==> config.mk <==
export PLATFORM = sky130hd
export DESIGN_NAME = irq_controller
export DESIGN_NICKNAME = d
export VERILOG_FILES = /design/src/irq_pkg.sv /design/src/edge_sel_if.sv /design/src/pin_edge_detect.sv /design/src/irq_controller.sv
export SDC_FILE = /design/constraint.sdc
export NUM_CORES = 1
export LEC_CHECK = 0
export BUFFER_PORTS_ARGS = -buffer_cell sky130_fd_sc_hd__clkbuf_2
export CAP_MARGIN = 20
export CORE_UTILIZATION = 60
export DETAILED_ROUTE_END_ITERATION = 10
export PLACE_DENSITY = 0.95
export SLEW_MARGIN = 10
export SYNTH_ARGS = -nofsm -noshare
export SYNTH_HDL_FRONTEND = slang
export SYNTH_SLANG_ARGS = --single-unit
==> constraint.sdc <==
create_clock -name clk_sys -period 6.87 [get_ports clk_sys]
set_clock_uncertainty 0.05 [all_clocks]
set_input_delay 1.0305 -clock clk_sys [delete_from_list [all_inputs] [get_ports clk_sys]]
set_output_delay 1.0305 -clock clk_sys [all_outputs]
set_load 0.01 [all_outputs]
==> src/irq_pkg.sv <==
// Shared constants and types for the interrupt controller
package irq_pkg;

   ////////////////////////////////////////////////////////////////////////////
   // Register map (byte offsets on APB) and register indices
   localparam logic [7:0] OFS_EDGE     = 8'h00;
   localparam logic [7:0] OFS_PROT     = 8'h04;
   localparam logic [7:0] OFS_PINS     = 8'h08;
   localparam logic [7:0] OFS_TBLV     = 8'h0c;
   localparam logic [7:0] OFS_ADTB     = 8'h10;
   localparam logic [7:0] OFS_GRP0     = 8'h14;
   localparam logic [7:0] OFS_GRP1     = 8'h18;
   localparam logic [7:0] OFS_GRP2     = 8'h1c;

   localparam int         NREG         = 8;
   localparam int         REG_EDGE     = 0;
   localparam int         REG_PROT     = 1;
   localparam int         REG_PINS     = 2;
   localparam int         REG_TBLV     = 3;
   localparam int         REG_ADTB     = 4;
   localparam int         REG_GRP0     = 5;
   localparam int         REG_GRP1     = 6;
   localparam int         REG_GRP2     = 7;

   localparam logic [7:0] REG_RST      = 8'h00;

   // Implemented bits per register; everything else reads zero
   localparam logic [7:0] REG_MASK [NREG] = '{8'h0f, 8'h7f, 8'hff, 8'hff,
                                              8'h33, 8'h33, 8'h33, 8'h77};
   // Request flag bits per register, used for wake-up detection
   localparam logic [7:0] FLAG_MASK [NREG] = '{8'h00, 8'h70, 8'hf0, 8'hf0,
                                               8'h30, 8'h30, 8'h30, 8'h70};

   ////////////////////////////////////////////////////////////////////////////
   // Field positions
   localparam int BIT_PIN0_SEL  = 0;   // Two bits, 1:0
   localparam int BIT_PIN1_SEL  = 2;   // Two bits, 3:2
   localparam int SEL_RISE      = 0;
   localparam int SEL_FALL      = 1;

   localparam int BIT_OVP_F     = 6;
   localparam int BIT_OCP1_F    = 5;
   localparam int BIT_OCP0_F    = 4;
   localparam int BIT_OVP_E     = 3;
   localparam int BIT_OCP1_E    = 2;
   localparam int BIT_OCP0_E    = 1;
   localparam int BIT_EMI       = 0;

   localparam int BIT_G0_F      = 7;
   localparam int BIT_PIN1_F    = 6;
   localparam int BIT_PIN0_F    = 5;
   localparam int BIT_UVP_F     = 4;
   localparam int BIT_G0_E      = 3;
   localparam int BIT_PIN1_E    = 2;
   localparam int BIT_PIN0_E    = 1;
   localparam int BIT_UVP_E     = 0;

   localparam int BIT_TICK0_F   = 7;
   localparam int BIT_LVD_F     = 6;
   localparam int BIT_G2_F      = 5;
   localparam int BIT_G1_F      = 4;
   localparam int BIT_TICK0_E   = 3;
   localparam int BIT_LVD_E     = 2;
   localparam int BIT_G2_E      = 1;
   localparam int BIT_G1_E      = 0;

   localparam int BIT_CONV_F    = 5;
   localparam int BIT_TICK1_F   = 4;
   localparam int BIT_CONV_E    = 1;
   localparam int BIT_TICK1_E   = 0;

   localparam int BIT_CMPA_F    = 5;
   localparam int BIT_CMPP_F    = 4;
   localparam int BIT_CMPA_E    = 1;
   localparam int BIT_CMPP_E    = 0;
   localparam int BIT_NV_F      = 6;
   localparam int BIT_NV_E      = 2;

   ////////////////////////////////////////////////////////////////////////////
   // Vectored sources, index 0 has the highest priority
   localparam int NSRC          = 13;
   localparam int SRC_W         = 4;
   localparam int SRC_REG  [NSRC] = '{REG_PINS, REG_PINS, REG_PROT, REG_PROT, REG_PROT,
                                      REG_PINS, REG_PINS, REG_TBLV, REG_TBLV, REG_ADTB,
                                      REG_TBLV, REG_ADTB, REG_TBLV};
   localparam int SRC_FLAG [NSRC] = '{BIT_PIN0_F, BIT_PIN1_F, BIT_OCP0_F, BIT_OCP1_F,
                                      BIT_OVP_F, BIT_UVP_F, BIT_G0_F, BIT_G1_F, BIT_G2_F,
                                      BIT_CONV_F, BIT_TICK0_F, BIT_TICK1_F, BIT_LVD_F};
   localparam int SRC_EN   [NSRC] = '{BIT_PIN0_E, BIT_PIN1_E, BIT_OCP0_E, BIT_OCP1_E,
                                      BIT_OVP_E, BIT_UVP_E, BIT_G0_E, BIT_G1_E, BIT_G2_E,
                                      BIT_CONV_E, BIT_TICK0_E, BIT_TICK1_E, BIT_LVD_E};

   ////////////////////////////////////////////////////////////////////////////
   // Program counter, return stack and vectors
   localparam int               PC_W        = 12;
   localparam int               STACK_DEPTH = 4;
   localparam int               SP_W        = 3;
   localparam logic [SP_W-1:0]  SP_FULL     = 3'h4;
   localparam logic [PC_W-1:0]  VEC_BASE    = 12'h004;
   localparam logic [PC_W-1:0]  VEC_STEP    = 12'h004;

   typedef enum {ST_IDLE, ST_SETTLE} ctl_state_t;

endpackage

==> src/edge_sel_if.sv <==
// Carrier between the controller and its external pin edge detector
`timescale 1ns/1ps
interface edge_sel_if;
   logic [1:0] pin;
   logic [3:0] sel;
   logic [1:0] hit;

   modport detector (input pin, input sel, output hit);
   modport owner    (output pin, output sel, input hit);
endinterface

==> src/pin_edge_detect.sv <==
// Edge detector for the two external request pins
`timescale 1ns/1ps
module pin_edge_detect
   import irq_pkg::*;
(
   input wire logic        clk_sys,
   input wire logic        rst,
   edge_sel_if.detector    eif
);

   logic [1:0] prev_q;

   // Previous level tracks the pin even in reset, so a pin held high
   // at release is not mistaken for a rising edge
   always_ff @(posedge clk_sys) begin
      prev_q <= eif.pin;
   end

   for (genvar i = 0; i < 2; i++) begin : g_pin
      logic rise;
      logic fall;
      assign rise      = eif.pin[i] & ~prev_q[i];
      assign fall      = ~eif.pin[i] & prev_q[i];
      // Select 00 blocks both edges, 11 passes both
      assign eif.hit[i] = (eif.sel[2*i+SEL_RISE] & rise)
                        | (eif.sel[2*i+SEL_FALL] & fall);
   end

endmodule

==> src/irq_controller.sv <==
// Interrupt controller: request flags, enables, priority, vectoring, return stack
// Notes on behaviour
// - Pin 1 edge select in bits 3:2
// - Pin 0 edge select in bits 1:0
// - Global enable bit 0 gates every vector
// - Events set flags regardless of enable
// - Disabled pending flag never vectors
// - Taking pushes next address, loads vector
// - Return pops saved address back
// - Protection register flag and enable layout
// - Pins and undervolt register layout
// - Tick, lowvolt, group flags register layout
// - Conversion and tick 1 register layout
// - Timer 0 group register layout
// - Timer 1 group register layout
// - Timer 2 and nvdata group layout
// - Unimplemented bits read zero
// - Accept pin and internal sources
// - Group flag set by members, service clears
// - Service clears global enable, flags still record
// - Full stack blocks acknowledgement
// - Newly set flag wakes sleeping core
//
// Register access over APB and the placing of the registers are this design's own decisions.
`timescale 1ns/1ps
module irq_controller
   import irq_pkg::*;
(
   input  wire logic             clk_sys,
   input  wire logic             rst,
   input  wire logic             psel,
   input  wire logic             penable,
   input  wire logic             pwrite,
   input  wire logic [7:0]       paddr,
   input  wire logic [31:0]      pwdata,
   output wire logic [31:0]      prdata,
   output wire logic             pready,
   output wire logic             pslverr,
   input  wire logic             ext_request_pin_0,
   input  wire logic             ext_request_pin_1,
   input  wire logic             overvolt_evt,
   input  wire logic             undervolt_evt,
   input  wire logic [1:0]       overcurrent_evt,
   input  wire logic             conv_done_evt,
   input  wire logic [1:0]       tick_evt,
   input  wire logic             lowvolt_evt,
   input  wire logic             nvdata_evt,
   input  wire logic [2:0]       timer_cmpa_evt,
   input  wire logic [2:0]       timer_cmpp_evt,
   input  wire logic [PC_W-1:0]  pc_next,
   input  wire logic             return_from_service,
   input  wire logic             sleeping,
   output wire logic             pc_load,
   output wire logic [PC_W-1:0]  pc_value,
   output wire logic             wake,
   output wire logic [SP_W-1:0]  stack_level
);

   function automatic logic [SRC_W-1:0] first_src(input logic [NSRC-1:0] req);
      first_src = '0;
      for (int k = NSRC - 1; k >= 0; k--) begin
         if (req[k]) begin
            first_src = SRC_W'(k);
         end
      end
   endfunction

   function automatic logic [PC_W-1:0] vec_addr(input logic [SRC_W-1:0] src);
      vec_addr = VEC_BASE + PC_W'(src) * VEC_STEP;
   endfunction

   logic [7:0]       regs_q [NREG];
   logic [7:0]       regs_d [NREG];
   logic [7:0]       set_v  [NREG];
   logic [7:0]       clr_v  [NREG];
   logic [NREG-1:0]  new_set;
   logic [NSRC-1:0]  pend;
   logic [PC_W-1:0]  stack_q [STACK_DEPTH];
   logic [SP_W-1:0]  sp_q;
   logic [31:0]      prdata_q;
   logic             pready_q;
   logic             pslverr_q;
   logic             pc_load_q;
   logic [PC_W-1:0]  pc_value_q;
   logic             wake_q;
   ctl_state_t       state_q;
   edge_sel_if       eif ();

   ////////////////////////////////////////////////////////////////////////////
   // APB slave: one wait state, the access answers on its second cycle

   wire             access   = psel & penable;
   wire             done     = access & pready_q;
   wire             addr_ok  = (paddr[1:0] == 2'b00) && (paddr <= OFS_GRP2);
   wire [2:0]       idx      = paddr[4:2];
   wire             wr_en    = done & pwrite & addr_ok;
   wire [7:0]       rd_byte  = regs_q[idx];

   always_ff @(posedge clk_sys) begin
      if (rst) begin
         pready_q  <= 1'b0;
         prdata_q  <= 32'h0000_0000;
         pslverr_q <= 1'b0;
      end else begin
         pready_q  <= access & ~pready_q;
         prdata_q  <= (access & ~pready_q & addr_ok & ~pwrite) ? {24'h00_0000, rd_byte}
                                                                : 32'h0000_0000;
         pslverr_q <= access & ~pready_q & ~addr_ok;
      end
   end

   assign prdata  = prdata_q;
   assign pready  = pready_q;
   assign pslverr = pslverr_q;

   ////////////////////////////////////////////////////////////////////////////
   // External pins

   assign eif.pin = {ext_request_pin_1, ext_request_pin_0};
   assign eif.sel = regs_q[REG_EDGE][3:0];

   pin_edge_detect u_edges (
      .clk_sys (clk_sys),
      .rst     (rst),
      .eif     (eif)
   );

   ////////////////////////////////////////////////////////////////////////////
   // Arbitration

   // A return in the same cycle holds off a grant, so push and pop never share the pointer
   // Lowest source index wins; the settle state keeps grants two cycles apart
   wire              global_irq_enable        = regs_q[REG_PROT][BIT_EMI];
   wire              stack_full = (sp_q == SP_FULL);
   wire [SRC_W-1:0]  take_src   = first_src(pend);
   wire              take       = (state_q == ST_IDLE) & global_irq_enable & (|pend) & ~stack_full
                                  & ~return_from_service;
   wire              return_from_service_ok    = return_from_service & (sp_q != '0);

   for (genvar k = 0; k < NSRC; k++) begin : g_pend
      assign pend[k] = regs_q[SRC_REG[k]][SRC_FLAG[k]]
                     & regs_q[SRC_REG[k]][SRC_EN[k]];
   end

   // Members only feed their group when their own enable is set
   wire [2:0] grp_hit;
   assign grp_hit[0] = (timer_cmpa_evt[0] & regs_q[REG_GRP0][BIT_CMPA_E])
                     | (timer_cmpp_evt[0] & regs_q[REG_GRP0][BIT_CMPP_E]);
   assign grp_hit[1] = (timer_cmpa_evt[1] & regs_q[REG_GRP1][BIT_CMPA_E])
                     | (timer_cmpp_evt[1] & regs_q[REG_GRP1][BIT_CMPP_E]);
   assign grp_hit[2] = (timer_cmpa_evt[2] & regs_q[REG_GRP2][BIT_CMPA_E])
                     | (timer_cmpp_evt[2] & regs_q[REG_GRP2][BIT_CMPP_E])
                     | (nvdata_evt & regs_q[REG_GRP2][BIT_NV_E]);

   ////////////////////////////////////////////////////////////////////////////
   // Hardware set and clear terms

   always_comb begin
      for (int r = 0; r < NREG; r++) begin
         set_v[r] = 8'h00;
      end
      set_v[REG_PROT][BIT_OVP_F]   = overvolt_evt;
      set_v[REG_PROT][BIT_OCP1_F]  = overcurrent_evt[1];
      set_v[REG_PROT][BIT_OCP0_F]  = overcurrent_evt[0];
      set_v[REG_PROT][BIT_EMI]     = return_from_service_ok;
      set_v[REG_PINS][BIT_G0_F]    = grp_hit[0];
      set_v[REG_PINS][BIT_PIN1_F]  = eif.hit[1];
      set_v[REG_PINS][BIT_PIN0_F]  = eif.hit[0];
      set_v[REG_PINS][BIT_UVP_F]   = undervolt_evt;
      set_v[REG_TBLV][BIT_TICK0_F] = tick_evt[0];
      set_v[REG_TBLV][BIT_LVD_F]   = lowvolt_evt;
      set_v[REG_TBLV][BIT_G2_F]    = grp_hit[2];
      set_v[REG_TBLV][BIT_G1_F]    = grp_hit[1];
      set_v[REG_ADTB][BIT_CONV_F]  = conv_done_evt;
      set_v[REG_ADTB][BIT_TICK1_F] = tick_evt[1];
      set_v[REG_GRP0][BIT_CMPA_F]  = timer_cmpa_evt[0];
      set_v[REG_GRP0][BIT_CMPP_F]  = timer_cmpp_evt[0];
      set_v[REG_GRP1][BIT_CMPA_F]  = timer_cmpa_evt[1];
      set_v[REG_GRP1][BIT_CMPP_F]  = timer_cmpp_evt[1];
      set_v[REG_GRP2][BIT_NV_F]    = nvdata_evt;
      set_v[REG_GRP2][BIT_CMPA_F]  = timer_cmpa_evt[2];
      set_v[REG_GRP2][BIT_CMPP_F]  = timer_cmpp_evt[2];
   end

   // Service clears only the vectored flag; group members stay for software
   always_comb begin
      for (int r = 0; r < NREG; r++) begin
         clr_v[r] = 8'h00;
      end
      clr_v[SRC_REG[take_src]][SRC_FLAG[take_src]] = take;
      clr_v[REG_PROT][BIT_EMI] = take;
   end

   ////////////////////////////////////////////////////////////////////////////
   // Register file: a hardware set wins over any clear in the same cycle

   for (genvar r = 0; r < NREG; r++) begin : g_reg
      wire wr_here = wr_en && (idx == 3'(r));
      assign regs_d[r]  = (((wr_here ? (pwdata[7:0] & REG_MASK[r]) : regs_q[r])
                          & ~clr_v[r]) | set_v[r]);
      assign new_set[r] = |(set_v[r] & FLAG_MASK[r] & ~regs_q[r]);

      always_ff @(posedge clk_sys) begin
         if (rst) begin
            regs_q[r] <= REG_RST;
         end else begin
            regs_q[r] <= regs_d[r];
         end
      end
   end

   ////////////////////////////////////////////////////////////////////////////
   // Return stack and program counter redirection

   for (genvar s = 0; s < STACK_DEPTH; s++) begin : g_stack
      always_ff @(posedge clk_sys) begin
         if (rst) begin
            stack_q[s] <= '0;
         end else if (take && sp_q == SP_W'(s)) begin
            stack_q[s] <= pc_next;
         end
      end
   end

   wire [SP_W-1:0] sp_top = sp_q - 3'h1;

   always_ff @(posedge clk_sys) begin
      if (rst) begin
         sp_q       <= '0;
         pc_load_q  <= 1'b0;
         pc_value_q <= '0;
      end else begin
         pc_load_q <= take | return_from_service_ok;
         if (take) begin
            sp_q       <= sp_q + 3'h1;
            pc_value_q <= vec_addr(take_src);
         end else if (return_from_service_ok) begin
            sp_q       <= sp_top;
            pc_value_q <= stack_q[sp_top[1:0]];
         end
      end
   end

   // The settle cycle lets the cleared flag land before the next grant
   always_ff @(posedge clk_sys) begin
      if (rst) begin
         state_q <= ST_IDLE;
      end else begin
         case (state_q)
            ST_IDLE:   state_q <= take ? ST_SETTLE : ST_IDLE;
            ST_SETTLE: state_q <= ST_IDLE;
            default:   state_q <= ST_IDLE;
         endcase
      end
   end

   // Only a flag going from clear to set wakes; one set before sleep does not
   always_ff @(posedge clk_sys) begin
      if (rst) begin
         wake_q <= 1'b0;
      end else begin
         wake_q <= sleeping & (|new_set);
      end
   end

   assign pc_load     = pc_load_q;
   assign pc_value    = pc_value_q;
   assign wake        = wake_q;
   assign stack_level = sp_q;
endmodule

After elaboration in Yosys (flattened, before gate mapping). Memory sizes are Yosys's and may differ from the RTL's. A register that Yosys moved wholly into a read port is not among the register bits. Cells that the tools add are included. W data, S select, Z words.

$add $sub $neg: 3. Order comparisons: 6. Equality and inequality tests: 11. Multiplexer cells: 61. Bitwise operators: 112. Reductions and logical operators: 26.

Operators by type and width (number): $mux W8 (17); $mux W32 (4); $not A8 Y8 (15); $and A8 B8 Y8 (10); $mux W12 (6); $and A64 B64 Y64 (1); $logic_not A32 Y1 (2); $reduce_or A56 Y1 (1); $mux W4 (13); $and A1 B1 Y1 (42); $ge A32 B1 Y1 const B (1); $ge A32 B4 Y1 const B (1); $lt A32 B1 Y1 const B (1); $lt A32 B5 Y1 const B (1); $not A32 Y32 (1); $and A6 B8 Y8 (3); $demux W8 S3 (1); $or A8 B6 Y8 (3); $or A1 B1 Y1 (19); $mux W1 (17); $and A7 B8 Y8 (2); $or A8 B7 Y8 (2); $or A8 B8 Y8 (2); $eq A3 B3 Y1 const B (5); other kinds (18) (49).

Flip-flop bits (word level): 77. Bits in writable memories: 112. Memory bits (read-only): 1024. Input bits: 76. Memories kept: 4.

Memories: (name not given) (words 16, width 32, rd ports 1, clocked after Yosys merged registers in 0, write ports 0, line irq_controller.sv:190) `clr_v[SRC_REG[take_src]][SRC_FLAG[take_src]] = take;`; (name not given) (words 16, width 32, rd ports 1, clocked after Yosys merged registers in 0, write ports 0, line irq_controller.sv:190); regs_q (words 8, width 8, rd ports 9, clocked after Yosys merged registers in 1, write ports 8, line irq_controller.sv:72) `logic [7:0] regs_q [NREG];`; stack_q (words 4, width 12, rd ports 1, clocked after Yosys merged registers in 0, write ports 4, line irq_controller.sv:78) `logic [PC_W-1:0] stack_q [STACK_DEPTH];`.

Longest topological paths before layout. Gate-level depths: netlist of run 1. An unclocked memory read counts as a cell.

Word-level depth: 30. Gate-level depth with buffers: 11. Depth with buffers taken out: 11.

By module. From an unflattened synthesis of run 1, not the netlist that was laid out.

Cells, all modules: 649. Area total of the unflattened synthesis: 6800.3 sq um.

By module, submodules not included: irq_controller (instances 1, cells an instance 641, area each 6720.2 sq um); pin_edge_detect (instances 1, cells an instance 8, area each 80.1 sq um).

Worst setup path after synthesis of run 1. OpenSTA, ideal clock, no wires.

Path type: reg-to-reg. From: register sp_q[0], in the netlist stack_level[0]. To: memory stack_q[0][0], enable pin. Arrival: 2858 ps. Data required time: 6437 ps. Path slack: 3578 ps. Cell stages (with the launch flop): 9. Path buffers: 2. Cells stage by stage: dfxtp_1 > buf_1 > inv_1 > ha_1 > a211oi_1 > nand2_1 > o21bai_1 > buf_2 > o21bai_1.

RTL lines: start, declared (line irq_controller.sv:79) `logic [SP_W-1:0] sp_q;`; start signal, assigned (line irq_controller.sv:235) `sp_q <= sp_q + 3'h1;`; start signal, assigned (line irq_controller.sv:238) `sp_q <= sp_top;`; end, declared (line irq_controller.sv:78).

==> results of run 1 <==
-- stage by stage --
step	cell area, um^2	util (%)	cells	hold WS, ps	power (uW)
after floorplan	6740	-	662	359	1220
after global placement	7040	65.0	831	391	1310
after detailed placement	7050	65.0	832	389	1340
after CTS	7560	69.7	862	399	2120
after global routing	7580	69.9	864	411	2200
final	7580	69.9	864	397	2120
-- flip-flops by register name, indices dropped and copies added (netlist names) --
signal          count
stack_q            48
pc_load             1
stack_level         3
pc_value           12
prdata              8
pready              1
state_q             1
wake                1
pslverr             1
u_edges.prev_q      2
regs_q             57
-- layer usage --
metal  vias to the layer above  track usage, %
met2                       342            53.8
met4                         0            17.9
li1                       2425               -
met1                      2634            37.2
met3                        67            8.17
met5                         -               0
-- cells by family (layout without fill, tap and decap cells) --
family	Yosys count	after routing
AOI/OAI and AO/OA	117	117
xor gates and xnor gates	2	2
adders and majority gates	11	11
buffers and inverters	81	143
DFF	135	135
muxes	61	61
other	1	24
and+or+nand+nor	231	231
-- synthesized netlist by cell type, drive strengths merged (16+ instances only) --
cell type,instances
mux2i,25
dfxtp,87
clkbuf,25
nor2,45
mux4,26
nand3,17
and3,16
a21oi,47
inv,27
and2,40
edfxtp,48
buf,29
nand2,77
-- worst paths after layout --
check	from	to	slack (ps)	cells after the start
worst min register to register	regs_q[0][6]	regs_q[0][6]	400	2
worst max-delay path	stack_level[0]	stack_q[3][0]	3190	8
worst max register to register	stack_level[0]	stack_q[3][0]	3190	8
worst min-delay path	regs_q[0][6]	regs_q[0][6]	400	2
-- power by group through the flow --
stage               Clock, uW  Sequential [uW]  Combinational (uW)
floorplan                   0              929                 291
global placement            0              940                 371
detailed placement          0              945                 392
CTS                       799              928                 394
global route              831              936                 429
finish                    793              928                 401
-- worst min-delay path, cell delays in order (launching register included) --
cell     delay, ps
dfxtp_1        310
nand2_1         60
a21oi_1         30
-- final cells by class --
class                   count  area share, %
flip-flops and latches    135           42.0
clock buffers              19           5.57
inverters                  27           1.34
multi-input cells         446           41.7
well taps                 140           2.31
repair buffers             86           5.91
clock inverters            11           1.14
==> flow_metrics.tcl, run 1 <==
set metrics [dict create \
    status "finished, final reports clean" \
    first_pass_iters 5 \
    routed.top_layer "met4" \
    cts_tree "yes" \
    worstPathArrival_ps 4010 \
    clkPwrFrac_pct 37.4 \
    syn_to_final_growth_pct 13.9 \
    switching_power_uw 607 \
    end_kind "flop" \
    max_stage_delay_ps 970 \
    pre_cts_slack_ps 2870 \
    hold_violations 0 \
    tns_ps 0 \
    cts.sinks 135 \
    async_flop_share_pct 0 \
    p_int_uw 1510 \
    core_area_um2 10800 \
    netlist_instances 639 \
    synthFlopType "dfxtp_1" \
    grt_remaining_overflow 0 \
    regArea_um2 3180 \
    synth_simple_gate_area_share_pct 17.8 \
    ys_top_cells_by_area "dfxtp_1 26%, edfxtp_1 22%, mux4_2 8.8%" \
    drt_iter0_drc 550 \
    relSlewSlack_pct 33.7 \
    finalSetupViolations 0 \
    start_util_pct 61.3 \
    num_antenna_cells 0 \
    final_common_cell "dfxtp_1" \
    mostFrequentLayoutCells "87 x dfxtp_1, 78 x clkbuf_2, 75 x nand2_1, 48 x edfxtp_1, 47 x a21oi_1" \
    fp.dieW_um 107 \
    num-fill-cells 778 \
    cp.required_ps 7210 \
    setup_ws_ps 3190 \
    worstPathCellList "inv_1 > ha_1 > a211oi_1 > nand2_1 > o21bai_1 > buf_4 > nor2_1 > and3_1" \
    wirelength_mm 17.5 \
    htreeDepth 4 \
    tightest_slew_ps 994 \
    yosys.area.top_type "dfxtp_1" \
    p_seq_share_pct 43.7 \
    yosysTopAreaCellShare_pct 26.2 \
    hold_buffers 0 \
    ir_drop_mv 0.215 \
    crit_type "reg -> reg" \
    route.detailed.wl_per_inst_um 20.3 \
    grt_pass1_wl_mm 27.2 \
    rsz0062_at_grt "false" \
    cts_buffers 17 \
    die_h_um 107 \
    dr_wl_met2_mm 8.87 \
    synthMuxAreaShare_pct 14.3 \
    layout.nets 800 \
    synth_compound_area_share_pct 11.7 \
    ctsLongestPathBuffers 2 \
    path_max_fanout 16 \
    multi_input_area_um2 3160 \
    ys_types 58 \
    avgSynthCellArea_um2 10.4 \
    drive_gt1_share_pct 22.2 \
    synth_edf_count 48 \
    critPathBufInv 2 \
    power_per_cell_area_nw_per_um2 280 \
    grt.total_usage_pct 32.0 \
    post_cts_buffers 0 \
    cp_top_family "simple AND/OR/NAND/NOR gates" \
    mappedNetlistArea_um2 6650 \
    clk_latency_ps 530 \
    antenna_left 0 \
    drv_cap 0 \
    portBuffers 78 \
    min_path_type "reg -> reg" \
    dp_hpwl_mm 12.5 \
    finalCritPeriodShare_pct 53.5 \
    swShare_pct 28.6 \
    clkTransAtPathRegs_ps 60 \
    dieArea_um2 11500 \
    synth-xor-area-share_pct 0.263 \
    power.leakage_uw 0.00314 \
    yosysWarnings 0 \
    p_comb_share_pct 18.9 \
    finalCriticalPeriod_ps 3680 \
    vias 5468 \
    grt_start_max_net_pins 75 \
    cp_slowest_cell "dfxtp_1" \
    clockRootBuffer "clkbuf_8" \
    dr_wl_met3_mm 1.51 \
    drc 0 \
    slew_violations 0 \
    rows 38 \
    cts_resized 0 \
    wl_met1_mm 6.49 \
    synth.yosys.seq_area_share_pct 47.9 \
    antenna_found_initial 0 \
    synth_top_family_by_area "simple AND/OR/NAND/NOR gates" \
    io-pin-count 127 \
    setup.worst_path.start_class "flop" \
    synthAdderAreaFrac_pct 2.07 \
    routed_via_density 6.33 \
    grt_pass1_vias 5296 \
    globalplace.congestion 0.922 \
    ys_ff_latch 135 \
    max_freq_mhz 272 \
]
(Power assumes the default switching activity.)
==> run 2: changes to the inputs <==
CORE_UTILIZATION = 56   (was 60)
PLACE_DENSITY = 0.92   (was 0.95)
clock period = 3.4 ns   (was 6.87 ns; I/O delays follow)
==> flow_metrics.tcl, run 2 (same netlist as run 1, synthesis figures left out) <==
set metrics [dict create \
    status "complete, but fails checks" \
    violations "design-rule violations" \
    p_comb_share_pct 19.6 \
    min-delay-start "ext_request_pin_1" \
    ctsLongestPathBuffers 2 \
    finalCritPeriodShare_pct 86.6 \
    dr_wl_met3_mm 1.54 \
    worstPathArrival_ps 3180 \
    worstPathCellList "nand2_1 > a32o_1 > a22o_1 > nor2_1 > ha_1 > mux2_2 > o21ai_0 > and2_1 > a311oi_1" \
    swShare_pct 30.1 \
    antenna_left 0 \
    relSlewSlack_pct 40.5 \
    first_pass_iters 8 \
    finalCriticalPeriod_ps 2940 \
    drt_iter0_drc 683 \
    start_util_pct 57.7 \
    clkPwrFrac_pct 38.6 \
    end_kind "flop" \
    portBuffers 78 \
    num-fill-cells 847 \
    mostFrequentLayoutCells "87 x dfxtp_1, 79 x clkbuf_2, 75 x nand2_1, 48 x edfxtp_1, 47 x a21oi_1" \
    p_seq_share_pct 41.7 \
    routed_via_density 6.30 \
    grt_start_max_net_pins 56 \
    htreeDepth 4 \
    cp.required_ps 3630 \
    max_stage_delay_ps 440 \
    largest_register_ffs 57 \
    syn_to_final_growth_pct 15.7 \
    multi_input_area_um2 3160 \
    power_per_cell_area_nw_per_um2 571 \
    ir_drop_mv 0.492 \
    final_common_cell "dfxtp_1" \
    cts_tree "yes" \
    cts_buffers 17 \
    crit_type "reg -> reg" \
    p_int_uw 3070 \
    max_freq_mhz 340 \
    core_area_um2 11500 \
    grt_remaining_overflow 0 \
    drc 18 \
    num_antenna_cells 0 \
    rows 39 \
    tns_ps 0 \
    slew_violations 0 \
    post_cts_buffers 0 \
    grt_pass1_vias 5525 \
    dp_hpwl_mm 12.7 \
    drive_gt1_share_pct 23.9 \
    antenna_found_initial 0 \
    route.detailed.wl_per_inst_um 20.1 \
    drv_cap 0 \
    dr_wl_met2_mm 8.74 \
    path_max_fanout 7 \
    clockRootBuffer "clkbuf_16" \
    globalplace.congestion 0.907 \
    dpl_cell_area_um2 7140 \
    grt.total_usage_pct 30.1 \
    cts_resized 0 \
    hold_violations 0 \
    wirelength_mm 17.7 \
    r2r_start "regs_q[1][5]" \
    top_register "regs_q" \
    hold_buffers 0 \
    fp.dieW_um 111 \
    grt_pass1_wl_mm 28.4 \
    dieArea_um2 12300 \
    clkTransAtPathRegs_ps 60 \
    power.leakage_uw 0.00322 \
    cp-startpoint "regs_q[1][5]" \
    finalSetupViolations 0 \
    min_path_type "in -> reg" \
    die_h_um 111 \
    rsz0062_at_grt "false" \
    switching_power_uw 1320 \
    cp_slowest_cell "dfxtp_1" \
    clk_latency_ps 430 \
    tightest_slew_ps 888 \
    io-pin-count 127 \
    wl_met1_mm 6.83 \
    regArea_um2 3180 \
    design_area_um2 7700 \
    setup.worst_path.start_class "flop" \
    routed.top_layer "met4" \
    cts.sinks 135 \
    layout.nets 811 \
    vias 5541 \
]
[run 2: power groups by stage]
stage / registers, uW / clock network [uW] / logic (uW)
final: 1830 / 1700 / 863
after global routing: 1840 / 1780 / 932
after CTS: 1830 / 1710 / 856
after detailed placement: 1860 / 0 / 848
after global placement: 1850 / 0 / 809
after floorplan: 1880 / 0 / 587
[run 2: final cells by class]
cell class	count	share of cell area, %
Timing Repair Buffer	97	6.89
Multi-Input combinational cell	446	41.0
Clock buffer	18	5.58
Sequential cell	135	41.4
Tap cell	143	2.32
Clock inverter	14	1.53
Inverter	27	1.32
[run 2: layer usage]
metal	vias up	track usage (%)
met3	52	6.51
met1	2692	37.4
met2	347	49.6
met5	-	0
li1	2450	-
met4	0	15.2
[run 2: worst max-delay path, delay by kind of cell (launching register included)]
family / cells / cell delay [ps]
compound gates: 4 / 870
fa+ha+maj: 1 / 380
flops: 1 / 440
mux: 1 / 300
simple gates: 3 / 760
[run 2: path summary, 6_finish.rpt]
check | endpoint | slack [ps] | depth (start not counted)
worst max-delay path | regs_q[1][6] | 460 | 9
worst min-delay path | u_edges.prev_q[1] | 170 | 1
worst max register to register | regs_q[1][6] | 460 | 9
worst min register to register | regs_q[0][6] | 380 | 2
[run 2: metrics by stage]
stage | std cells | hold WS, ps | total power (uW) | utilization, % | setup WS, ps
6_report | 880 | 173 | 4390 | 66.8 | 456
5_1_grt | 880 | 169 | 4550 | 66.8 | 253
4_1_cts | 879 | 155 | 4400 | 66.8 | 505
3_5_place_dp | 847 | 375 | 2710 | 62.0 | 506
3_3_place_gp | 847 | 367 | 2660 | 62.0 | 604
2_1_floorplan | 662 | 359 | 2460 | - | 108
==> run 3: changes to the inputs <==
CORE_MARGIN = 8   (was unset)
==> flow_metrics.tcl, run 3 (same netlist as run 1, synthesis figures left out) <==
set metrics [dict create \
    status "finished, final reports clean" \
    hold_violations 0 \
    cp.required_ps 3630 \
    num-fill-cells 832 \
    fp.dieW_um 125 \
    htreeDepth 4 \
    path_max_fanout 7 \
    tightest_slew_ps 895 \
    design_area_um2 7720 \
    io-pin-count 127 \
    clockRootBuffer "clkbuf_16" \
    drc 0 \
    num_antenna_cells 0 \
    p_total_uw 4420 \
    cts_resized 0 \
    grt.busiest_layer "met2" \
    cts_tree "yes" \
    max_freq_mhz 346 \
    finalCriticalPeriod_ps 2890 \
    place_inst 852 \
    wirelength_mm 17.2 \
    die_h_um 125 \
    grt_pass1_wl_mm 27.5 \
    end_kind "flop" \
    largest_register_ffs 57 \
    layout.nets 813 \
    core_area_um2 11800 \
    dp_hpwl_mm 12.1 \
    drv_cap 0 \
    grt.total_usage_pct 22.1 \
    grt_pass1_vias 5342 \
    power.leakage_uw 0.00325 \
    routed_via_density 6.05 \
    tns_ps 0 \
    syn_to_final_growth_pct 16.1 \
    crit_type "reg -> reg" \
    worstPathArrival_ps 3110 \
    grt_remaining_overflow 0 \
    clkTransAtPathRegs_ps 60 \
    cts_buffers 17 \
    fin_cells 886 \
    rsz0062_at_grt "false" \
    hold_buffers 0 \
    dpl_cell_area_um2 7160 \
    min_path_type "in -> reg" \
    power_per_cell_area_nw_per_um2 572 \
    globalplace.congestion 0.909 \
    route.detailed.wl_per_inst_um 19.4 \
    cts.sinks 135 \
    antenna_found_initial 0 \
    top_register "regs_q" \
    ctsLongestPathBuffers 2 \
    antenna_left 0 \
    final_common_cell "dfxtp_1" \
    drt_iter0_drc 643 \
    dieArea_um2 15600 \
    gr-usage-met1_pct 25.4 \
    ir_drop_mv 0.530 \
    slew_violations 0 \
    grt_use_met2_pct 36.5 \
    drive_gt1_share_pct 24.4 \
    setup.worst_path.start_class "flop" \
    rows 40 \
    grt_start_max_net_pins 58 \
    clk_latency_ps 420 \
    start_util_pct 56.3 \
    use_met3_pct 8.46 \
    portBuffers 78 \
    vias 5363 \
    reg2reg_slack_ps 510 \
    finalSetupViolations 0 \
    post_cts_buffers 0 \
    fin_hold_ws_ps 174 \
    first_pass_iters 5 \
    mostFrequentLayoutCells "87 x dfxtp_1, 81 x clkbuf_2, 75 x nand2_1, 48 x edfxtp_1, 47 x a21oi_1" \
    finalCritPeriodShare_pct 85.0 \
    relSlewSlack_pct 40.1 \
]
-- run 3: changes by cell type in the layout (fill, tap and decap cells not counted), sizes merged --
cell      previous run  this run
buf                 18        20
bufinv               0         1
clkbuf              97        98
clkinvlp             4         1
inv                 33        34
-- run 3: layout make-up --
type	count	area [um^2]	area share, %
Tap cell	147	184	2.38
Timing Repair Buffer	99	543	7.03
Multi-Input combinational cell	446	3160	40.9
Inverter	27	101	1.31
Clock inverter	13	119	1.54
Clock buffer	19	435	5.64
Sequential cell	135	3180	41.2
-- run 3: worst paths after layout --
path                                        start  cells past startpoint           endpoint
worst max-delay path                 regs_q[1][5]                      9       regs_q[3][6]
worst min-delay path            ext_request_pin_0                      1  u_edges.prev_q[0]
worst max register to register       regs_q[1][5]                      9       regs_q[3][6]
worst min register to register       regs_q[0][7]                      2       regs_q[0][7]
-- run 3: critical path, stage by stage (launching register included) --
cell and delay [ps]:
dfxtp_1 430, nand2_1 110, a32o_1 260, a22o_1 230, nor2_1 330, ha_1 380
mux2_2 300, o21ai_0 230, and2_1 300, a311oi_1 120
-- run 3: metal layers --
metal	share of wire, %	wire [um]
met2	49	8450
met5	0	0
met4	2.1	354
met3	11	1910
met1	38	6480
-- run 3: power by group --
| group | leakage, uW | switching, uW | internal (uW) | total [uW] |
|---|---|---|---|---|
| logic | 0.00177 | 495 | 362 | 857 |
| clock network | 0.000281 | 710 | 1020 | 1730 |
| registers | 0.00120 | 68.6 | 1760 | 1830 |
-- run 3: through the flow --
| step | setup WS (ps) | util, % |
|---|---|---|
| floorplan | 108 | - |
| global placement | 595 | 60.6 |
| detailed placement | 571 | 60.6 |
| CTS | 506 | 65.3 |
| global route | 333 | 65.4 |
| finish | 511 | 65.4 |
